[src/core/rvc_pkg.sv]
// rvc_pkg: constants shared by the retract velocity control block.
// assumes a 20 MHz system clock and a 32-bit Avalon-MM register port.
package rvc_pkg;
    // clock and power-on hold timing
    localparam int unsigned CLK_HZ = 20_000_000;
    localparam int unsigned HOLD_MS = 120;
    localparam int unsigned HOLD_CYCLES = HOLD_MS * (CLK_HZ / 1000);
    // cylinder address width and speed step count
    localparam int CYL_W = 9;
    localparam int STEP_N = 7;
    localparam logic [CYL_W-1:0] CYL_RST = 9'h000;
    // register byte offsets
    localparam int ADDR_W = 4;
    localparam logic [ADDR_W-1:0] REG_CTRL = 4'h0;
    localparam logic [ADDR_W-1:0] REG_STATUS = 4'h4;
    localparam logic [ADDR_W-1:0] REG_TARGET = 4'h8;
    localparam logic [ADDR_W-1:0] REG_CURRENT = 4'hC;
    // control register bits (write one, self clearing)
    localparam int CTRL_RESTORE = 0;
    localparam int CTRL_RELEASE = 1;
    // status register bits
    localparam int ST_HOMING = 0;
    localparam int ST_LATCH_A = 1;
    localparam int ST_LATCH_B = 2;
    localparam int ST_SEEK_OK = 3;
    localparam int ST_REVERSE = 4;
    localparam int ST_HOLD = 5;
    localparam int ST_OP_LSB = 8;
    localparam int OP_W = 4;
    // carriage operation, one-hot
    typedef enum logic [OP_W-1:0] {
        OP_IDLE = 4'h1,
        OP_PRELOAD = 4'h2,
        OP_RESTORE = 4'h4,
        OP_RETRACT = 4'h8
    } rvc_op_type;
endpackage : rvc_pkg

[src/core/rvc_ctl_if.sv]
// rvc_ctl_if: register-side pulses and block status between core and slave.
// assumes both ends run on the same clock.
`timescale 1ns/10ps
`default_nettype none
interface rvc_ctl_if;
    import rvc_pkg::*;
    logic restore_wr;
    logic release_wr;
    logic tgt_wr;
    logic [CYL_W-1:0] tgt_wdata;
    logic [31:0] status;
    logic [CYL_W-1:0] target;
    logic [CYL_W-1:0] current;
    modport slave (
        output restore_wr, release_wr, tgt_wr, tgt_wdata,
        input status, target, current
    );
    modport core (
        input restore_wr, release_wr, tgt_wr, tgt_wdata,
        output status, target, current
    );
endinterface : rvc_ctl_if
`default_nettype wire

[src/core/rvc_hold_timer.sv]
// rvc_hold_timer: power-on hold, low for HOLD_CYCLES after reset release.
// assumes sys_rst marks first power application.
`timescale 1ns/10ps
`default_nettype none
module rvc_hold_timer #(
    parameter int unsigned HOLD_CYCLES = rvc_pkg::HOLD_CYCLES
) (
    // clock and reset
    input wire logic clk,
    input wire logic sys_rst,
    // hold output
    output logic hold_n
);
    import rvc_pkg::*;
    initial begin
        if (HOLD_CYCLES < 1) $error("rvc_hold_timer: HOLD_CYCLES must be at least 1");
    end
    logic [31:0] cnt_q, cnt_d;
    logic hold_q, hold_d;
    always_comb begin
        cnt_d = cnt_q;
        hold_d = hold_q;
        if (hold_q) begin
            if (cnt_q == HOLD_CYCLES - 1) hold_d = 1'b0;
            else cnt_d = cnt_q + 32'h0000_0001;
        end
    end
    always_ff @(posedge clk) begin
        if (sys_rst) begin
            cnt_q <= 32'h0000_0000;
            hold_q <= 1'b1;
        end else begin
            cnt_q <= cnt_d;
            hold_q <= hold_d;
        end
    end
    assign hold_n = ~hold_q;
endmodule : rvc_hold_timer
`default_nettype wire

[src/core/rvc_avmm_slave.sv]
// rvc_avmm_slave: Avalon-MM slave with one wait state for the control registers.
// assumes the master holds its request until waitrequest is seen low.
`timescale 1ns/10ps
`default_nettype none
module rvc_avmm_slave (
    // clock and reset
    input wire logic clk,
    input wire logic sys_rst,
    // avalon-mm
    input wire logic [rvc_pkg::ADDR_W-1:0] avs_address,
    input wire logic avs_read,
    input wire logic avs_write,
    input wire logic [31:0] avs_writedata,
    input wire logic [3:0] avs_byteenable,
    output logic [31:0] avs_readdata,
    output logic avs_waitrequest,
    // core side
    rvc_ctl_if.slave ctl
);
    import rvc_pkg::*;
    logic ack_q, ack_d;
    logic [31:0] rdata_q, rdata_d;
    logic req;
    logic wr_go;
    assign req = avs_read | avs_write;
    // the answer lands one cycle after the request so read data is already registered
    assign avs_waitrequest = req & ~ack_q;
    assign wr_go = avs_write & ack_q & avs_byteenable[0];
    always_comb begin
        ack_d = req & ~ack_q;
        rdata_d = rdata_q;
        if (avs_read && !ack_q) begin
            case (avs_address)
                REG_STATUS: rdata_d = ctl.status;
                REG_TARGET: rdata_d = {{(32-CYL_W){1'b0}}, ctl.target};
                REG_CURRENT: rdata_d = {{(32-CYL_W){1'b0}}, ctl.current};
                default: rdata_d = 32'h0000_0000;
            endcase
        end
    end
    always_ff @(posedge clk) begin
        if (sys_rst) begin
            ack_q <= 1'b0;
            rdata_q <= 32'h0000_0000;
        end else begin
            ack_q <= ack_d;
            rdata_q <= rdata_d;
        end
    end
    assign avs_readdata = rdata_q;
    assign ctl.restore_wr = wr_go && avs_address == REG_CTRL && avs_writedata[CTRL_RESTORE];
    assign ctl.release_wr = wr_go && avs_address == REG_CTRL && avs_writedata[CTRL_RELEASE];
    // target needs both low lanes since it is nine bits wide
    assign ctl.tgt_wr = wr_go && avs_byteenable[1] && avs_address == REG_TARGET;
    assign ctl.tgt_wdata = avs_writedata[CYL_W-1:0];
endmodule : rvc_avmm_slave
`default_nettype wire

[src/core/rvc_core.sv]
// rvc_core: homing/retract velocity request for the cylinder addressing logic.
// assumes all drive-side inputs are synchronous to clk and sys_rst is power-up.
// Notes on behaviour
// - spindle-at-speed rising edge force-sets latch A, starting preload head advance.
// - a restore command sets latch A, raising the homing request.
// - power-on hold is low about 120 ms after power-up and raises homing.
// - spindle lost while heads not parked raises homing and starts retract.
// - while homing, the speed decode issues the minimum speed command.
// - while homing, all seven higher speed steps 1 to 7 are suppressed.
// - homing sets latch B, forcing target zero and dropping seek permitted.
// - while target-zero force is high, target register data inputs are zero.
// - during preload, homing steers the direction select to forward.
// - while homing, target register clocking is blocked and current counter cleared.
// - seek permitted needs latch B clear, seek latch clear, ready, no incomplete.
// - direction reads reverse if hold, reverse seek, restore or retract is active.
//
// Added by the designer: the placing of the registers and the Avalon-MM interface to the registers.
`timescale 1ns/10ps
`default_nettype none
module rvc_core #(
    parameter int unsigned HOLD_CYCLES = rvc_pkg::HOLD_CYCLES,
    parameter int CYL_W = rvc_pkg::CYL_W
) (
    // clock and reset
    input wire logic clk,
    input wire logic sys_rst,
    // avalon-mm register port
    input wire logic [rvc_pkg::ADDR_W-1:0] avs_address,
    input wire logic avs_read,
    input wire logic avs_write,
    input wire logic [31:0] avs_writedata,
    input wire logic [3:0] avs_byteenable,
    output logic [31:0] avs_readdata,
    output logic avs_waitrequest,
    // drive status inputs
    input wire logic spindle_at_speed,
    input wire logic heads_parked,
    input wire logic drive_ready,
    input wire logic seek_latch,
    input wire logic seek_incomplete,
    // controller commands
    input wire logic restore_req,
    input wire logic addr_strobe,
    input wire logic [CYL_W-1:0] addr_in,
    // seek arithmetic and carriage feedback
    input wire logic subtract_carry,
    input wire logic diff_zero,
    input wire logic [2:0] speed_code,
    input wire logic track_step,
    input wire logic home_done,
    // servo commands
    output logic homing_req,
    output logic min_speed,
    output logic [rvc_pkg::STEP_N-1:0] speed_step,
    output logic motion_reverse,
    // address logic
    output logic target_zero,
    output logic seek_permitted,
    output logic [CYL_W-1:0] target_cyl,
    output logic [CYL_W-1:0] current_cyl,
    output logic power_hold_n
);
    import rvc_pkg::*;

    initial begin
        if (CYL_W < 1 || CYL_W > 16) $error("rvc_core: CYL_W out of range");
        if (CYL_W != rvc_pkg::CYL_W) $error("rvc_core: CYL_W must match the package");
    end

    rvc_ctl_if ctl ();

    rvc_avmm_slave u_slave (
        .clk(clk),
        .sys_rst(sys_rst),
        .avs_address(avs_address),
        .avs_read(avs_read),
        .avs_write(avs_write),
        .avs_writedata(avs_writedata),
        .avs_byteenable(avs_byteenable),
        .avs_readdata(avs_readdata),
        .avs_waitrequest(avs_waitrequest),
        .ctl(ctl.slave)
    );

    rvc_hold_timer #(
        .HOLD_CYCLES(HOLD_CYCLES)
    ) u_hold (
        .clk(clk),
        .sys_rst(sys_rst),
        .hold_n(power_hold_n)
    );

    // ------------------------------------------------------------
    // spindle edge detect and retract condition
    // ------------------------------------------------------------
    logic spin_q, spin_d;
    logic spin_rise;
    logic retract_cond;
    logic hold_act;

    always_comb begin
        spin_d = spindle_at_speed;
    end

    always_ff @(posedge clk) begin
        // reset high: a spindle already at speed at power-up is not a rising edge
        if (sys_rst) begin
            spin_q <= 1'b1;
        end else begin
            spin_q <= spin_d;
        end
    end

    assign spin_rise = spindle_at_speed & ~spin_q;
    // a level, so retract keeps pulling until the heads report parked
    assign retract_cond = ~spindle_at_speed & ~heads_parked;
    assign hold_act = ~power_hold_n;

    // ------------------------------------------------------------
    // carriage latches
    // ------------------------------------------------------------
    logic latch_a_q, latch_a_d;
    logic latch_b_q, latch_b_d;
    logic restore_any;

    assign restore_any = restore_req | ctl.restore_wr;

    always_comb begin
        latch_a_d = latch_a_q;
        latch_b_d = latch_b_q;
        // clear first so a set in the same cycle wins
        if (home_done) begin
            latch_a_d = 1'b0;
        end
        if (spin_rise) begin
            latch_a_d = 1'b1;
        end
        if (restore_any) begin
            latch_a_d = 1'b1;
        end
        // latch B stays set until software releases it after homing ends
        if (ctl.release_wr && !homing_req) begin
            latch_b_d = 1'b0;
        end
        if (homing_req) begin
            latch_b_d = 1'b1;
        end
    end

    always_ff @(posedge clk) begin
        if (sys_rst) begin
            latch_a_q <= 1'b0;
            latch_b_q <= 1'b0;
        end else begin
            latch_a_q <= latch_a_d;
            latch_b_q <= latch_b_d;
        end
    end

    assign homing_req = latch_a_q | hold_act | retract_cond;
    assign target_zero = latch_b_q;
    assign seek_permitted = ~latch_b_q & ~seek_latch & drive_ready & ~seek_incomplete;

    // ------------------------------------------------------------
    // speed decode
    // ------------------------------------------------------------
    always_comb begin
        min_speed = homing_req | (speed_code == 3'h0);
        for (int k = 0; k < STEP_N; k++) begin
            // homing suppresses every step so only minimum speed reaches the servo
            speed_step[k] = ~homing_req && (speed_code == 3'(k + 1));
        end
    end

    // ------------------------------------------------------------
    // direction select
    // ------------------------------------------------------------
    logic rev_seek;
    logic restore_cond;

    // homing (with interlock) turns the subtractor term to forward during preload
    assign rev_seek = subtract_carry & ~homing_req & ~diff_zero;
    // latch A over the tracks is a restore; over the parked stop it is preload
    assign restore_cond = latch_a_q & ~heads_parked;
    assign motion_reverse = hold_act | rev_seek | restore_cond | retract_cond;

    // ------------------------------------------------------------
    // target cylinder register
    // ------------------------------------------------------------
    logic [CYL_W-1:0] tgt_q, tgt_d;
    logic tgt_load;
    logic [CYL_W-1:0] tgt_in;

    always_comb begin
        tgt_load = (addr_strobe | ctl.tgt_wr) & ~homing_req;
        tgt_in = ctl.tgt_wr ? ctl.tgt_wdata : addr_in;
        tgt_d = tgt_q;
        if (tgt_load) begin
            tgt_d = target_zero ? CYL_RST : tgt_in;
        end
    end

    always_ff @(posedge clk) begin
        if (sys_rst) begin
            tgt_q <= CYL_RST;
        end else begin
            tgt_q <= tgt_d;
        end
    end

    assign target_cyl = tgt_q;

    // ------------------------------------------------------------
    // current cylinder counter
    // ------------------------------------------------------------
    logic [CYL_W-1:0] cur_q, cur_d;

    always_comb begin
        cur_d = cur_q;
        if (homing_req) begin
            cur_d = CYL_RST;
        end else if (track_step) begin
            if (motion_reverse) cur_d = cur_q - CYL_W'(1);
            else cur_d = cur_q + CYL_W'(1);
        end
    end

    always_ff @(posedge clk) begin
        if (sys_rst) begin
            cur_q <= CYL_RST;
        end else begin
            cur_q <= cur_d;
        end
    end

    assign current_cyl = cur_q;

    // ------------------------------------------------------------
    // carriage operation tracker, reported in status
    // ------------------------------------------------------------
    rvc_op_type op_q, op_d;

    always_comb begin
        op_d = op_q;
        case (op_q)
            OP_IDLE: begin
                if (retract_cond) op_d = OP_RETRACT;
                else if (latch_a_q && heads_parked) op_d = OP_PRELOAD;
                else if (latch_a_q) op_d = OP_RESTORE;
            end
            OP_PRELOAD: begin
                if (retract_cond) op_d = OP_RETRACT;
                else if (!latch_a_q) op_d = OP_IDLE;
            end
            OP_RESTORE: begin
                if (retract_cond) op_d = OP_RETRACT;
                else if (!latch_a_q) op_d = OP_IDLE;
            end
            OP_RETRACT: begin
                if (!retract_cond) op_d = OP_IDLE;
            end
            default: op_d = OP_IDLE;
        endcase
    end

    always_ff @(posedge clk) begin
        if (sys_rst) begin
            op_q <= OP_IDLE;
        end else begin
            op_q <= op_d;
        end
    end

    // ------------------------------------------------------------
    // register view
    // ------------------------------------------------------------
    always_comb begin
        ctl.status = 32'h0000_0000;
        ctl.status[ST_HOMING] = homing_req;
        ctl.status[ST_LATCH_A] = latch_a_q;
        ctl.status[ST_LATCH_B] = latch_b_q;
        ctl.status[ST_SEEK_OK] = seek_permitted;
        ctl.status[ST_REVERSE] = motion_reverse;
        ctl.status[ST_HOLD] = hold_act;
        ctl.status[ST_OP_LSB +: OP_W] = op_q;
    end

    assign ctl.target = tgt_q;
    assign ctl.current = cur_q;

endmodule : rvc_core
`default_nettype wire

[config.mk]
export PLATFORM = sky130hd
export DESIGN_NAME = rvc_core
export DESIGN_NICKNAME = d
export VERILOG_FILES = /design/src/core/rvc_pkg.sv /design/src/core/rvc_ctl_if.sv /design/src/core/rvc_hold_timer.sv /design/src/core/rvc_avmm_slave.sv /design/src/core/rvc_core.sv
export SDC_FILE = /design/constraint.sdc
export NUM_CORES = 1
export LEC_CHECK = 0
export ABC_AREA = 1
export ABC_CLOCK_PERIOD_IN_PS = 2200
export CAP_MARGIN = 20
export CORE_MARGIN = 2
export CORE_UTILIZATION = 57
export DETAILED_ROUTE_END_ITERATION = 8
export DONT_BUFFER_PORTS = 1
export GPL_TIMING_DRIVEN = 0
export PLACE_DENSITY = 0.75
export SYNTH_ARGS = -nofsm -noshare
export SYNTH_HDL_FRONTEND = slang
export SYNTH_SLANG_ARGS = --single-unit
[constraint.sdc]
create_clock -name clk -period 2.2 [get_ports clk]
set_clock_uncertainty 0.15 [all_clocks]
set_input_delay 0.11 -clock clk [delete_from_list [all_inputs] [get_ports clk]]
set_output_delay 0.11 -clock clk [all_outputs]
set_load 0.05 [all_outputs]
==> metrics <==
Post-Place Cells=868; buffer and inverter count on the worst path=3; Ys Warns=0; initial antenna violation count=0; worst path cell trace=nor2_4 > nand2_8 > nor2_4 > nor2_4 > fa_2 > inv_2 > nand3_2 > nand2_2 > inv_2 > or2_4 > nand3_2 > o211ai_1 > inv_1; via count=4937; total grt overflow=0; most used cell, CP=nor2_4; Seq/Total Area, Yosys=31.0%; Tmin final=2.18 ns; Placed Area=0.00484 sq mm; H-tree depth=3; Crit Path Class=reg -> reg; Reg2Reg Setup Slack=0.02 ns; Max IR drop VDD=0.000493 V; largest family of logic cells by synthesized area=simple AND/OR/NAND/NOR gates; Yosys top cell by area=dfxtp_1; reg-to-reg endpoint=current_cyl[4]; Placeable Area=0.00777 sq mm; vias in the first global route=4763; Yosys reg bits=71; most frequent cells in the layout=nand2_1, nor2_1, dfxtp_1; nature of the critical path startpoint=flip-flop; IO Port Bufs=0; die outline width=93.7 um; CP Capture Type=flip-flop; multi-input logic area=0.00295 sq mm; post-synthesis adder-cell area fraction=2.62%; status=complete, no violations; die height=93.7 um; Routability Congestion=0.953; r2r startpoint=latch_a_q; FF+latch area=0.00143 sq mm; Fill cells=631; top cell type's share of synthesized area=31.0%; critical path depth=13; Final period util=99.2%; Initial Util=59.0%; 1st-iter DRT viols=327; RSZ-0062 raised after global routing=yes; pwr dens=552 mW/mm^2; CTS tree=yes; Max Root-Sink Buffers=2; Critical path destination=current_cyl[4]; Synth Area in XOR/XNOR=2.87%; syn avg cell area=6.15 sq um; CTS clk-pin slew, worst paths=0.09 ns; multiplexer area fraction after synthesis=0%; Synth Area in Compound Gates=11.7%; largest net degree at the start of global routing=14; Setup crit start=latch_a_q; Crit path largest cell delay=0.39 ns; maximum clock rate=458 MHz; Leakage=2.32 nW; non-filler cells, final=918; IO Count=131; HP Class=in -> reg; CTS root buf=clkbuf_8; Via density=5.38; pre-CTS setup slack=-0.684 ns; worst path required time=2.36 ns; Pre-Repair DR Iteration Count=6; drt drc=0; Rel. slew slack=35.3%; clock sinks=71; first-pass GRT wire length=22200 um; GR Util All Layers=31.8%; synth-to-layout area growth=22.6%; NumNets Final=887; most common cell after layout, fill and taps aside=nand2_1; layout cells sized above 1=14.6%; Worst Tran Pin Value=0.964 ns; CP arrival=2.34 ns; slowest cell on the critical path=dfxtp_4; FFs w/ async S/R, synth=0%; Register-to-Register Path Depth=13; CP top delay family=simple AND/OR/NAND/NOR gates; worst-path maximum fanout=8; hpwl dp=9530 um; final worst slack=0.0172 ns; Cells after Synth=745; Post-Synth Simple-Gate Area=40.8%; final setup vio count=0; max-slew violations=0; n_diodes=0; synthesized cell area=0.00458 sq mm; # rows=32; top cells by area, synth=dfxtp_1, nand2_1, nor2_1, a21oi_1, inv_1; Primary FF master, synth=dfxtp_1; hold path startpoint=addr_strobe; clk_lat worst skew=0.36 ns; Max Cap Viol=0; Final Instance Area=0.00562 sq mm; number of CTS-inserted buffers=9; synth unique cells=37; final hold vios=0; Die Footprint=0.00878 sq mm; average routed wire per standard cell=15.4 um; Post-synth EDFFs=0; post-route setup TNS=0 ns; drt total wl=14200 um; Antenna Nets Post-Route=0
worst register-to-register path: stages, from the launching register on:
cell and delay (ns):
dfxtp_4 0.39, nor2_4 0.17, nand2_8 0.14, nor2_4 0.14
nor2_4 0.06, fa_2 0.35, inv_2 0.07, nand3_2 0.06
nand2_2 0.10, inv_2 0.05, or2_4 0.24, nand3_2 0.05
o211ai_1 0.09, inv_1 0.08
cell type report:
type,count,share of cell area [%]
plain buffers,36,4.27
clock buffers,10,2.45
clock inverters,6,2.05
inverters,67,4.50
multi-input cells,589,52.5
flip-flops and latches,71,25.5
well taps,102,2.27
repair buffers,37,6.45
how the worst min path moves through the flow:
stage / depth (start not counted) / slack (ns) / to
finish: 4 / 0.01 / target_cyl[4]
CTS: 4 / 0.01 / target_cyl[4]
floorplan: 2 / 0.07 / spin_q
detailed placement: 2 / 0.09 / spin_q
global route: 4 / 0.05 / target_cyl[8]
global placement: 2 / 0.08 / spin_q
kinds of logic after synthesis:
group | count (synthesis)
compound gates | 94
xor+xnor | 15
fa+ha+maj | 9
buf+inv | 104
flops | 71
other cells | 1
simple gates | 451
Yosys cell counts, drive strengths merged, types with 2 or more instances:
| master | number |
|---|---|
| nand2 | 286 |
| xnor2 | 5 |
| nor2 | 101 |
| a21o | 2 |
| buf | 29 |
| inv | 62 |
| clkinv | 5 |
| o21ai | 19 |
| nand3 | 31 |
| or2 | 3 |
| nand4 | 8 |
| o211ai | 4 |
| nor3 | 12 |
| o21bai | 2 |
| dfxtp | 71 |
| ha | 8 |
| clkbuf | 8 |
| nand3b | 10 |
| xor2 | 10 |
| a21oi | 63 |
per-layer routing:
layer | GRT usage, % | share of wire, % | up-vias
met1 | 36.5 | 39 | 2219
met5 | 0 | 0 | -
met4 | 15.1 | 4.8 | 0
met3 | 7.95 | 7.7 | 51
met2 | 55.2 | 49 | 223
li1 | - | - | 2444
registers in the layout, indices dropped and copies added, names as in the netlist:
signal	count
u_hold.cnt_q	32
u_hold.hold_q	1
u_slave.ack_q	1
latch_a_q	1
current_cyl	9
target_cyl	9
target_zero	1
spin_q	1
u_slave.avs_readdata	12
op_q	4
stage by stage:
| stage | hold WS [ns] | power, mW | utilization (%) |
|---|---|---|---|
| finish | 0.0124 | 3.10 | 72.4 |
| detailed placement | 0.0920 | 1.73 | 62.4 |
| CTS | 0.00960 | 3.08 | 71.4 |
| floorplan | 0.0683 | 1.68 | - |
| global route | 0.0519 | 3.21 | 72.4 |
| global placement | 0.0806 | 1.72 | 62.2 |
where the power goes:
group | switching [mW] | internal, mW
registers | 0.0547 | 1.32
clock network | 0.550 | 0.793
logic | 0.263 | 0.124
repair_timing:
action	CTS	global route
hold buffers	28	0
pin swaps	7	16
setup buffers	4	3
hold endpoints to repair	26	0
resized for setup	35	13
setup endpoints to repair	17	11
Power figures use the tool's default switching activity.
